==> src/rtl/pll_ctrl_pkg.sv <==
// shared types and constants for the loop control block
package pll_ctrl_pkg;
   // reset values
   localparam logic OSC_DIV_RST  = 1'b0;
   localparam logic OSC_OUT_RST  = 1'b0;
   localparam logic PUMP_RST     = 1'b0;
   // synchroniser depth in flip-flops
   localparam int   SYNC_STAGES  = 2;

   typedef struct packed {
      logic osc_power_down;
      logic detector_power_down;
      logic div_select;
   } ctrl_t;

   typedef struct packed {
      logic up;
      logic down;
   } pump_t;

   typedef struct packed {
      logic pump_o;
      logic pump_oe;
   } pump_pin_t;

   // pin levels as they enter and leave the synchroniser
   typedef struct packed {
      logic core_lvl;
      logic ref_lvl;
      logic fb_lvl;
      logic osc_off;
      logic det_off;
      logic half_sel;
   } pin_sync_t;
endpackage

==> src/rtl/pll_phase_detector_ctrl.sv <==
// digital control of the oscillator divider, inhibits and phase-frequency detector
// Overview of operation
// select high halves oscillator output frequency
// oscillator inhibit stops it, output low
// detector inhibit tri-states charge-pump output
// detector inhibit halts phase comparison entirely
// edge-triggered compare of reference and feedback
// system feeds reference and divided feedback
// half-frequency output preferred for low jitter
// oscillator and detector inhibits act independently
// source when reference leads, sink when lagging
`timescale 1ns/1ps
module pll_phase_detector_ctrl
(
   input  wire logic                   mclk,
   input  wire logic                   reset_n,
   input  wire logic                   osc_core_clk,
   input  wire logic                   div_select,
   input  wire logic                   osc_power_down,
   input  wire logic                   detector_power_down,
   input  wire logic                   ref_freq_in,
   input  wire logic                   feedback_freq_in,
   output logic                        osc_clk_out,
   output logic                        charge_pump_out,
   output logic                        charge_pump_oe,
   output logic                        pump_up,
   output logic                        pump_down
);
   // every pin input except mclk and reset_n, the core square wave and the divide select included, passes two flops
   pll_ctrl_pkg::pin_sync_t            pin_raw;
   pll_ctrl_pkg::pin_sync_t            pin_sync;
   logic                               ref_prev_r;
   logic                               ref_prev_nxt;
   logic                               fb_prev_r;
   logic                               fb_prev_nxt;
   logic                               core_prev_r;
   logic                               core_prev_nxt;
   logic                               div_r;
   logic                               div_nxt;
   logic                               osc_r;
   logic                               osc_nxt;
   pll_ctrl_pkg::pump_t                pump_r;
   pll_ctrl_pkg::pump_t                pump_nxt;
   pll_ctrl_pkg::ctrl_t                ctrl;
   pll_ctrl_pkg::pump_pin_t            pin_r;
   pll_ctrl_pkg::pump_pin_t            pin_nxt;
   logic                               ref_rise;
   logic                               fb_rise;
   logic                               core_rise;
   genvar                              gi;

   always_comb
   begin
      pin_raw.core_lvl = osc_core_clk;
      pin_raw.ref_lvl  = ref_freq_in;
      pin_raw.fb_lvl   = feedback_freq_in;
      pin_raw.osc_off  = osc_power_down;
      pin_raw.det_off  = detector_power_down;
      pin_raw.half_sel = div_select;
   end

   // one chain per pin bit; the core wave must stay below half of mclk or edges are lost
   generate
      for (gi = 0; gi < $bits(pll_ctrl_pkg::pin_sync_t); gi = gi + 1)
      begin : g_sync
         logic [pll_ctrl_pkg::SYNC_STAGES-1:0] chain_r;
         logic [pll_ctrl_pkg::SYNC_STAGES-1:0] chain_nxt;

         always_comb
         begin
            chain_nxt = {chain_r[pll_ctrl_pkg::SYNC_STAGES-2:0], pin_raw[gi]};
         end

         always_ff @(posedge mclk or negedge reset_n)
         begin
            if (!reset_n)
            begin
               chain_r <= '0;
            end
            else
            begin
               chain_r <= chain_nxt;
            end
         end

         // only the last stage leaves the chain, the first may still be settling
         assign pin_sync[gi] = chain_r[pll_ctrl_pkg::SYNC_STAGES-1];
      end
   endgenerate

   always_comb
   begin
      ctrl.osc_power_down      = pin_sync.osc_off;
      ctrl.detector_power_down = pin_sync.det_off;
      ctrl.div_select          = pin_sync.half_sel;
      ref_rise      = pin_sync.ref_lvl & ~ref_prev_r;
      fb_rise       = pin_sync.fb_lvl & ~fb_prev_r;
      core_rise     = pin_sync.core_lvl & ~core_prev_r;
      ref_prev_nxt  = pin_sync.ref_lvl;
      fb_prev_nxt   = pin_sync.fb_lvl;
      core_prev_nxt = pin_sync.core_lvl;
   end

   // history resets to the idle low level, so no false edge follows reset
   always_ff @(posedge mclk or negedge reset_n)
   begin
      if (!reset_n)
      begin
         ref_prev_r  <= 1'b0;
         fb_prev_r   <= 1'b0;
         core_prev_r <= 1'b0;
      end
      else
      begin
         ref_prev_r  <= ref_prev_nxt;
         fb_prev_r   <= fb_prev_nxt;
         core_prev_r <= core_prev_nxt;
      end
   end

   // oscillator path, independent of the detector state
   always_comb
   begin
      div_nxt = div_r;
      osc_nxt = osc_r;
      if (ctrl.osc_power_down)
      begin
         div_nxt = pll_ctrl_pkg::OSC_DIV_RST;
         osc_nxt = 1'b0;
      end
      else
      begin
         if (core_rise)
         begin
            div_nxt = ~div_r;
         end
         // divided output toggles once per core cycle, full output follows core
         osc_nxt = ctrl.div_select ? div_r : pin_sync.core_lvl;
      end
   end

   // divider restarts from its reset value each time the oscillator is released
   always_ff @(posedge mclk or negedge reset_n)
   begin
      if (!reset_n)
      begin
         div_r <= pll_ctrl_pkg::OSC_DIV_RST;
         osc_r <= pll_ctrl_pkg::OSC_OUT_RST;
      end
      else
      begin
         div_r <= div_nxt;
         osc_r <= osc_nxt;
      end
   end

   // detector: classic two-flop phase-frequency detector with reset on coincidence
   always_comb
   begin
      pump_nxt = pump_r;
      if (ctrl.detector_power_down)
      begin
         pump_nxt = '0;
      end
      else
      begin
         if (ref_rise)
         begin
            pump_nxt.up = 1'b1;
         end
         if (fb_rise)
         begin
            pump_nxt.down = 1'b1;
         end
         // both seen: clear, so matched edges leave the output undriven
         if (pump_nxt.up && pump_nxt.down)
         begin
            pump_nxt = '0;
         end
      end
   end

   always_comb
   begin
      pin_nxt.pump_o  = pump_nxt.up;
      // driven only while one side leads and the detector is enabled
      pin_nxt.pump_oe = ~ctrl.detector_power_down & (pump_nxt.up ^ pump_nxt.down);
   end

   always_ff @(posedge mclk or negedge reset_n)
   begin
      if (!reset_n)
      begin
         pump_r.up   <= pll_ctrl_pkg::PUMP_RST;
         pump_r.down <= pll_ctrl_pkg::PUMP_RST;
      end
      else
      begin
         pump_r <= pump_nxt;
      end
   end

   // pin state taken from the same next value, so enable and level move with the pump state
   always_ff @(posedge mclk or negedge reset_n)
   begin
      if (!reset_n)
      begin
         pin_r.pump_o  <= pll_ctrl_pkg::PUMP_RST;
         pin_r.pump_oe <= 1'b0;
      end
      else
      begin
         pin_r <= pin_nxt;
      end
   end

   always_comb
   begin
      osc_clk_out     = osc_r;
      charge_pump_out = pin_r.pump_o;
      charge_pump_oe  = pin_r.pump_oe;
      pump_up         = pump_r.up;
      pump_down       = pump_r.down;
   end
endmodule

==> config.mk <==
export PLATFORM = sky130hd
export DESIGN_NAME = pll_phase_detector_ctrl
export DESIGN_NICKNAME = d
export VERILOG_FILES = /design/src/rtl/pll_ctrl_pkg.sv /design/src/rtl/pll_phase_detector_ctrl.sv
export SDC_FILE = /design/constraint.sdc
export NUM_CORES = 1
export LEC_CHECK = 0
export ABC_AREA = 1
export BUFFER_PORTS_ARGS = -buffer_cell sky130_fd_sc_hd__buf_4
export CAP_MARGIN = 0
export CELL_PAD_IN_SITES_DETAIL_PLACEMENT = 0
export CELL_PAD_IN_SITES_GLOBAL_PLACEMENT = 1
export CORE_MARGIN = 1.5
export CORE_UTILIZATION = 30
export DETAILED_ROUTE_END_ITERATION = 8
export PLACE_DENSITY_LB_ADDON = 0.1
export SLEW_MARGIN = 0
export SYNTH_ARGS = -nofsm -noshare
export SYNTH_HDL_FRONTEND = slang
export SYNTH_SLANG_ARGS = --single-unit
==> constraint.sdc <==
create_clock -name mclk -period 0.8 [get_ports mclk]
set_clock_uncertainty 0.05 [all_clocks]
set_input_delay 0.16 -clock mclk [delete_from_list [all_inputs] [get_ports mclk]]
set_output_delay 0.16 -clock mclk [all_outputs]
set_load 0.01 [all_outputs]
==> impl_metrics.xml, run 1 <==
<?xml version="1.0" encoding="UTF-8"?>
<metrics>
  <group name="finish">
    <metric name="stdcell_area" unit="um2">877</metric>
    <metric name="area_growth_syn_to_layout" unit="%">40.5</metric>
    <metric name="largest_reg_flops" unit="">12</metric>
    <metric name="fill_cells" unit="">200</metric>
    <metric name="final_cell_mix" unit="">sky130_fd_sc_hd__dfrtp_1 (20), sky130_fd_sc_hd__buf_4 (11), sky130_fd_sc_hd__inv_1 (7), sky130_fd_sc_hd__dlygate4sd3_1 (7), sky130_fd_sc_hd__nand2_1 (6)</metric>
    <metric name="final_net_count" unit="">79</metric>
    <metric name="antenna_cells" unit="">0</metric>
    <metric name="proportion_of_layout_cells_with_a_drive_suffix_above_1" unit="%">34.3</metric>
    <metric name="layout_commonest_cell" unit="">sky130_fd_sc_hd__dfrtp_1</metric>
    <metric name="fin_util" unit="%">44.7</metric>
    <metric name="final_cell_count_no_fill" unit="">97</metric>
    <metric name="registers.top_by_ff_count" unit="">g_sync.chain_r</metric>
  </group>
  <group name="placement">
    <metric name="finalWeightedCongestion" unit="">0.707</metric>
    <metric name="buffer_ports.inserted" unit="">12</metric>
    <metric name="place_ws" unit="ps">-41.3</metric>
    <metric name="hpwl" unit="um">532</metric>
    <metric name="place_inst" unit="">84</metric>
    <metric name="detailed_place.area" unit="um2">741</metric>
  </group>
  <group name="critical_path">
    <metric name="critPathMaxFanout" unit="">3</metric>
    <metric name="timing.critical_path.from_type" unit="">register</metric>
    <metric name="cpLargestDelayFamily" unit="">flip-flops</metric>
    <metric name="crit_path_end_kind" unit="">output pin</metric>
    <metric name="slowest_cell_delay_on_critical_path" unit="ps">410</metric>
    <metric name="timing.rr.end" unit="">charge_pump_oe</metric>
    <metric name="crit_buf_inv" unit="">1</metric>
    <metric name="setup.worst_path.start" unit="">pump_up</metric>
    <metric name="setup.reg_to_reg.worst_slack" unit="ps">-120</metric>
    <metric name="reg2reg_from" unit="">pump_up</metric>
    <metric name="worst_r2r_path_depth" unit="">5</metric>
    <metric name="crit_required" unit="ps">590</metric>
    <metric name="criticalPathCategory" unit="">register to output pin</metric>
    <metric name="cp_slowest_cell" unit="">sky130_fd_sc_hd__dfrtp_1</metric>
    <metric name="timing.critical_path.cells" unit="">buf_4</metric>
    <metric name="critical_path_arrival" unit="ps">840</metric>
  </group>
  <group name="clock_tree">
    <metric name="cts_tree" unit="">built</metric>
    <metric name="clock_tree.root_cell" unit="">sky130_fd_sc_hd__clkbuf_4</metric>
    <metric name="cts_max_level" unit="">1</metric>
    <metric name="clockBufferDepth" unit="">2</metric>
    <metric name="cts.sink_count" unit="">20</metric>
    <metric name="insertion_delay" unit="ps">290</metric>
    <metric name="cts_buffers" unit="">3</metric>
    <metric name="clk_transition_reported_paths" unit="ps">110</metric>
  </group>
  <group name="status">
    <metric name="violations" unit="">setup timing</metric>
    <metric name="outcome" unit="">finished with violations</metric>
  </group>
  <group name="drt">
    <metric name="detailed_route_via_count" unit="">363</metric>
    <metric name="postRouteWirelength" unit="um">854</metric>
    <metric name="number_of_nets_still_failing_antenna_checks_after_routing" unit="">0</metric>
    <metric name="drt_iter0_markers" unit="">5</metric>
    <metric name="routed_via_density" unit="">3.74</metric>
    <metric name="detail_route.wl_per_cell" unit="um">8.80</metric>
    <metric name="drc_markers" unit="">0</metric>
    <metric name="dr.pass1.iters" unit="">4</metric>
  </group>
  <group name="floorplan">
    <metric name="io_pins" unit="">13</metric>
    <metric name="core_region_area" unit="mm2">0.00196</metric>
    <metric name="initial_cell_density_of_the_core" unit="%">31.8</metric>
    <metric name="design.die.area" unit="mm2">0.00236</metric>
    <metric name="dieWidth" unit="um">48.6</metric>
    <metric name="rows" unit="">16</metric>
    <metric name="die_h" unit="um">48.6</metric>
  </group>
  <group name="synth">
    <metric name="synth.ff_latch_count" unit="">20</metric>
    <metric name="netlist_area" unit="um2">624</metric>
    <metric name="synthDominantAreaCellType" unit="">sky130_fd_sc_hd__dfrtp_1</metric>
    <metric name="synthCells" unit="">46</metric>
    <metric name="share_of_the_yosys_chip_area_belonging_to_registers" unit="%">80.2</metric>
    <metric name="synth_largest_type_area_fraction" unit="%">80.2</metric>
    <metric name="synth.yosys.warnings" unit="">0</metric>
    <metric name="synth.lib_cells_used.distinct" unit="">12</metric>
    <metric name="postSynthAreaPerCell" unit="um2">13.6</metric>
    <metric name="ys_top_cells_by_area" unit="">sky130_fd_sc_hd__dfrtp_1 (80%), sky130_fd_sc_hd__inv_1 (4.2%), sky130_fd_sc_hd__nand2_1 (3.6%)</metric>
    <metric name="syn_nets" unit="">54</metric>
  </group>
  <group name="sta">
    <metric name="finalWorstPathRequiredPeriod" unit="ps">1050</metric>
    <metric name="report.final.hold_viol_count" unit="">0</metric>
    <metric name="maxSlewHeadroom" unit="%">83.8</metric>
    <metric name="fin_worst_hold_slack" unit="ps">224</metric>
    <metric name="worst_pin_slew" unit="ps">243</metric>
    <metric name="fin_tns_setup" unit="ps">-1470</metric>
    <metric name="final-setup-viol-count" unit="">8</metric>
    <metric name="period_share" unit="%">131</metric>
    <metric name="final_max_tran_viols" unit="">0</metric>
    <metric name="grt_setup_unrepaired" unit="">true</metric>
    <metric name="setup_ws" unit="ps">-252</metric>
    <metric name="clock.fmax" unit="GHz">0.951</metric>
  </group>
  <group name="hold_path">
    <metric name="hold_path_class" unit="">input port to async pin</metric>
  </group>
  <group name="power">
    <metric name="ir_worst_vdd" unit="uV">962</metric>
    <metric name="total_power" unit="mW">1.82</metric>
    <metric name="leakage" unit="nW">0.448</metric>
    <metric name="pwr_density_cell" unit="mW/mm2">2080</metric>
  </group>
  <group name="global_routing">
    <metric name="grt_overflow_total" unit="">0</metric>
    <metric name="grt_max_degree" unit="">21</metric>
    <metric name="first_global_vias" unit="">391</metric>
    <metric name="grt_first_pass_wirelength" unit="mm">1.55</metric>
    <metric name="groute.usage.overall" unit="%">8.98</metric>
    <metric name="grt_antenna_before_repair" unit="">0</metric>
  </group>
  <group name="flow_run">
    <metric name="number_of_max_capacitance_violations_reported" unit="">0</metric>
  </group>
</metrics>
cell usage after synthesis (all sizes together):
library cell,instances
dfrtp,20
o21ai,1
inv,9
nand2,6
nor2,1
nand3,3
a21oi,4
clkinv,1
buf,1
how the worst max path moves through the flow:
stage / endpoint / slack, ps / cells after the start
floorplan: charge_pump_oe / -9 / 4
global placement: charge_pump_oe / -30 / 4
detailed placement: charge_pump_oe / -40 / 4
CTS: charge_pump_out / -280 / 1
global route: pump_up / -320 / 1
finish: charge_pump_out / -250 / 1
logic make-up after synthesis:
family	Yosys count	synth area share, %
buffers and inverters	11	7.22
AOI/OAI and AO/OA	5	5.21
DFF	20	80.2
and+or+nand+nor	10	7.41
final cells by class:
type                    instances  area [um2]  area share (%)
flip-flops and latches         20         500            57.1
inverters                      10        37.5            4.28
repair buffers                 21         186            21.3
clock buffers                   4        36.3            4.14
multi-input cells              15        82.6            9.42
well taps                      27        33.8            3.85
metal layers:
layer	wire [um]	global-route usage, %	up-vias
li1	-	-	184
met1	377	9.80	166
met2	433	15.1	13
met3	43	3.70	0
met4	0	4.29	0
met5	0	0	-
repair_timing:
| action | in CTS | in global routing |
|---|---|---|
| hold buffers | 7 | 0 |
| endpoints found under the hold margin | 26 | 0 |
| pin swaps | 2 | 4 |
| buffers inserted | 2 | 0 |
| resized for setup | 3 | 1 |
| endpoints found under the setup margin | 8 | 10 |
where the power goes:
part / internal, mW / switching [mW] / total [mW]
clock: 0.277 / 0.286 / 0.563
sequential: 1.07 / 0.0268 / 1.09
combinational: 0.0970 / 0.0712 / 0.168
total: 1.44 / 0.384 / 1.82
Power figures use the tool's default switching activity.
==> run 2: changes to the inputs <==
--- a/config.mk
+++ b/config.mk
@@ -8,7 +8,7 @@
 export ABC_AREA = 1
 export BUFFER_PORTS_ARGS = -buffer_cell sky130_fd_sc_hd__buf_4
 export CAP_MARGIN = 0
-export CELL_PAD_IN_SITES_DETAIL_PLACEMENT = 0
+export CELL_PAD_IN_SITES_DETAIL_PLACEMENT = 1
 export CELL_PAD_IN_SITES_GLOBAL_PLACEMENT = 1
 export CORE_MARGIN = 1.5
 export CORE_UTILIZATION = 30
==> run 2 against run 1 <==
Against the previous run: the run still ends with setup timing left; register-to-register slack worse by 40 ps; combinational power rose by 4%; worst setup slack worse by 21 ps; largest cell class unchanged; global-route usage rose by 0.69 points; worst hold slack worse by 7.5 ps; flip-flop and latch count did not move; routed wire length grew 11%; first-iteration DRC count is 40% lower.
==> impl_metrics.xml, run 2 (synthesis gave the netlist of run 1 again) <==
<?xml version="1.0" encoding="UTF-8"?>
<metrics>
  <group name="status">
    <metric name="outcome" unit="">finished with violations</metric>
    <metric name="violations" unit="">setup timing</metric>
  </group>
  <group name="clock_tree">
    <metric name="cts_max_level" unit="">1</metric>
    <metric name="clock_tree.root_cell" unit="">sky130_fd_sc_hd__clkbuf_4</metric>
    <metric name="clockBufferDepth" unit="">2</metric>
    <metric name="cts.sink_count" unit="">20</metric>
    <metric name="cts_buffers" unit="">3</metric>
    <metric name="clk_transition_reported_paths" unit="ps">100</metric>
    <metric name="insertion_delay" unit="ps">290</metric>
    <metric name="cts_tree" unit="">built</metric>
  </group>
  <group name="finish">
    <metric name="largest_reg_flops" unit="">12</metric>
    <metric name="fill_cells" unit="">237</metric>
    <metric name="proportion_of_layout_cells_with_a_drive_suffix_above_1" unit="%">36.2</metric>
    <metric name="antenna_cells" unit="">0</metric>
    <metric name="fin_util" unit="%">44.6</metric>
    <metric name="final_cell_mix" unit="">sky130_fd_sc_hd__dfrtp_1 (20), sky130_fd_sc_hd__buf_4 (9), sky130_fd_sc_hd__dlygate4sd3_1 (7)</metric>
    <metric name="final_net_count" unit="">79</metric>
    <metric name="layout_commonest_cell" unit="">sky130_fd_sc_hd__dfrtp_1</metric>
    <metric name="final_cell_count_no_fill" unit="">96</metric>
    <metric name="layout.area.seq" unit="um2">500</metric>
    <metric name="multi_input_comb_area" unit="um2">87.6</metric>
    <metric name="registers.top_by_ff_count" unit="">g_sync.chain_r</metric>
    <metric name="area_growth_syn_to_layout" unit="%">40.3</metric>
  </group>
  <group name="critical_path">
    <metric name="slowest_cell_delay_on_critical_path" unit="ps">430</metric>
    <metric name="criticalPathCategory" unit="">register to output pin</metric>
    <metric name="crit_buf_inv" unit="">1</metric>
    <metric name="timing.critical_path.cells" unit="">buf_6</metric>
    <metric name="cpLargestDelayFamily" unit="">flip-flops</metric>
    <metric name="timing.rr.end" unit="">charge_pump_oe</metric>
    <metric name="critical_path_arrival" unit="ps">860</metric>
    <metric name="reg2reg_from" unit="">pump_up</metric>
    <metric name="crit_required" unit="ps">590</metric>
    <metric name="setup.reg_to_reg.worst_slack" unit="ps">-160</metric>
    <metric name="setup.worst_path.start" unit="">pump_up</metric>
    <metric name="crit_path_end_kind" unit="">output pin</metric>
    <metric name="critPathMaxFanout" unit="">3</metric>
    <metric name="worst_r2r_path_depth" unit="">4</metric>
    <metric name="cp_slowest_cell" unit="">sky130_fd_sc_hd__dfrtp_1</metric>
    <metric name="timing.critical_path.from_type" unit="">register</metric>
  </group>
  <group name="power">
    <metric name="pwr_density_cell" unit="mW/mm2">1970</metric>
    <metric name="leakage" unit="nW">0.441</metric>
    <metric name="ir_worst_vdd" unit="uV">834</metric>
  </group>
  <group name="placement">
    <metric name="finalWeightedCongestion" unit="">0.707</metric>
    <metric name="place_inst" unit="">84</metric>
    <metric name="buffer_ports.inserted" unit="">12</metric>
    <metric name="hpwl" unit="um">592</metric>
  </group>
  <group name="global_routing">
    <metric name="grt_max_degree" unit="">21</metric>
    <metric name="groute.usage.overall" unit="%">9.67</metric>
    <metric name="grt_overflow_total" unit="">0</metric>
    <metric name="first_global_vias" unit="">449</metric>
    <metric name="grt_first_pass_wirelength" unit="mm">1.73</metric>
    <metric name="grt_antenna_before_repair" unit="">0</metric>
  </group>
  <group name="drt">
    <metric name="detail_route.wl_per_cell" unit="um">9.88</metric>
    <metric name="drt_iter0_markers" unit="">3</metric>
    <metric name="postRouteWirelength" unit="um">948</metric>
    <metric name="number_of_nets_still_failing_antenna_checks_after_routing" unit="">0</metric>
    <metric name="drc_markers" unit="">0</metric>
    <metric name="dr.pass1.iters" unit="">2</metric>
    <metric name="detailed_route_via_count" unit="">384</metric>
    <metric name="routed_via_density" unit="">4.00</metric>
  </group>
  <group name="floorplan">
    <metric name="dieWidth" unit="um">48.6</metric>
    <metric name="die_h" unit="um">48.6</metric>
    <metric name="rows" unit="">16</metric>
    <metric name="design.die.area" unit="mm2">0.00236</metric>
    <metric name="initial_cell_density_of_the_core" unit="%">31.8</metric>
    <metric name="core_region_area" unit="mm2">0.00196</metric>
    <metric name="io_pins" unit="">13</metric>
  </group>
  <group name="sta">
    <metric name="worst_pin_slew" unit="ps">251</metric>
    <metric name="period_share" unit="%">134</metric>
    <metric name="finalWorstPathRequiredPeriod" unit="ps">1070</metric>
    <metric name="clock.fmax" unit="GHz">0.932</metric>
    <metric name="final_max_tran_viols" unit="">0</metric>
    <metric name="setup_ws" unit="ps">-273</metric>
    <metric name="final-setup-viol-count" unit="">8</metric>
    <metric name="grt_setup_unrepaired" unit="">true</metric>
    <metric name="maxSlewHeadroom" unit="%">83.3</metric>
    <metric name="report.final.hold_viol_count" unit="">0</metric>
  </group>
  <group name="flow_run">
    <metric name="number_of_max_capacitance_violations_reported" unit="">0</metric>
  </group>
  <group name="hold_path">
    <metric name="hold_path_class" unit="">input port to async pin</metric>
  </group>
</metrics>
-- run 2: changes by cell type in the layout (fill, tap and decap cells not counted), sizes merged --
cell,previous run,this run
clkbuf,4,3
-- run 2: final cells by class --
class,count,area share [%]
sequential,20,57.1
timing repair buffer,21,22.1
multi-input combinational,15,10.0
inverter,10,4.29
tap,27,3.86
clock buffer,3,2.57
-- run 2: metrics by stage --
step	power, mW	hold WS (ps)	setup TNS (ps)	area (um2)	worst slack (ps)
after floorplan	1.16	-186	-9.11	624	-9.11
after global placement	1.24	1.78	-50.9	741	-32.5
after detailed placement	1.24	3.84	-95.9	741	-49.0
after CTS	1.75	219	-1700	860	-288
after global routing	1.82	229	-2140	876	-312
final	1.73	217	-1640	876	-273
-- run 2: power breakdown --
part	total (mW)	internal (mW)	switching, mW
clock	0.456	0.175	0.281
sequential	1.09	1.07	0.0295
combinational	0.175	0.101	0.0738
-- run 2: metal layers --
metal / track usage, % / vias up / wire length [um]
met4: 5.71 / 0 / 18
met1: 11.1 / 184 / 426
met2: 16.2 / 15 / 448
met3: 2.47 / 2 / 55
met5: 0 / - / 0
li1: - / 183 / -
-- run 2: what timing repair did --
item / CTS / global route
buffers inserted: 2 / 0
gates resized for setup: 3 / 5
pin swaps: 2 / 2
endpoints found under the setup margin: 8 / 10
endpoints found under the hold margin: 26 / 0
hold buffers: 7 / 0
-- run 2: worst max path at each step --
stage                endpoint  depth (start not counted)  slack, ps
3_5_place_dp   charge_pump_oe                          4        -50
5_1_grt               pump_up                          1       -310
2_1_floorplan  charge_pump_oe                          4         -9
6_report              pump_up                          1       -270
3_3_place_gp   charge_pump_oe                          4        -30
4_1_cts               pump_up                          1       -290
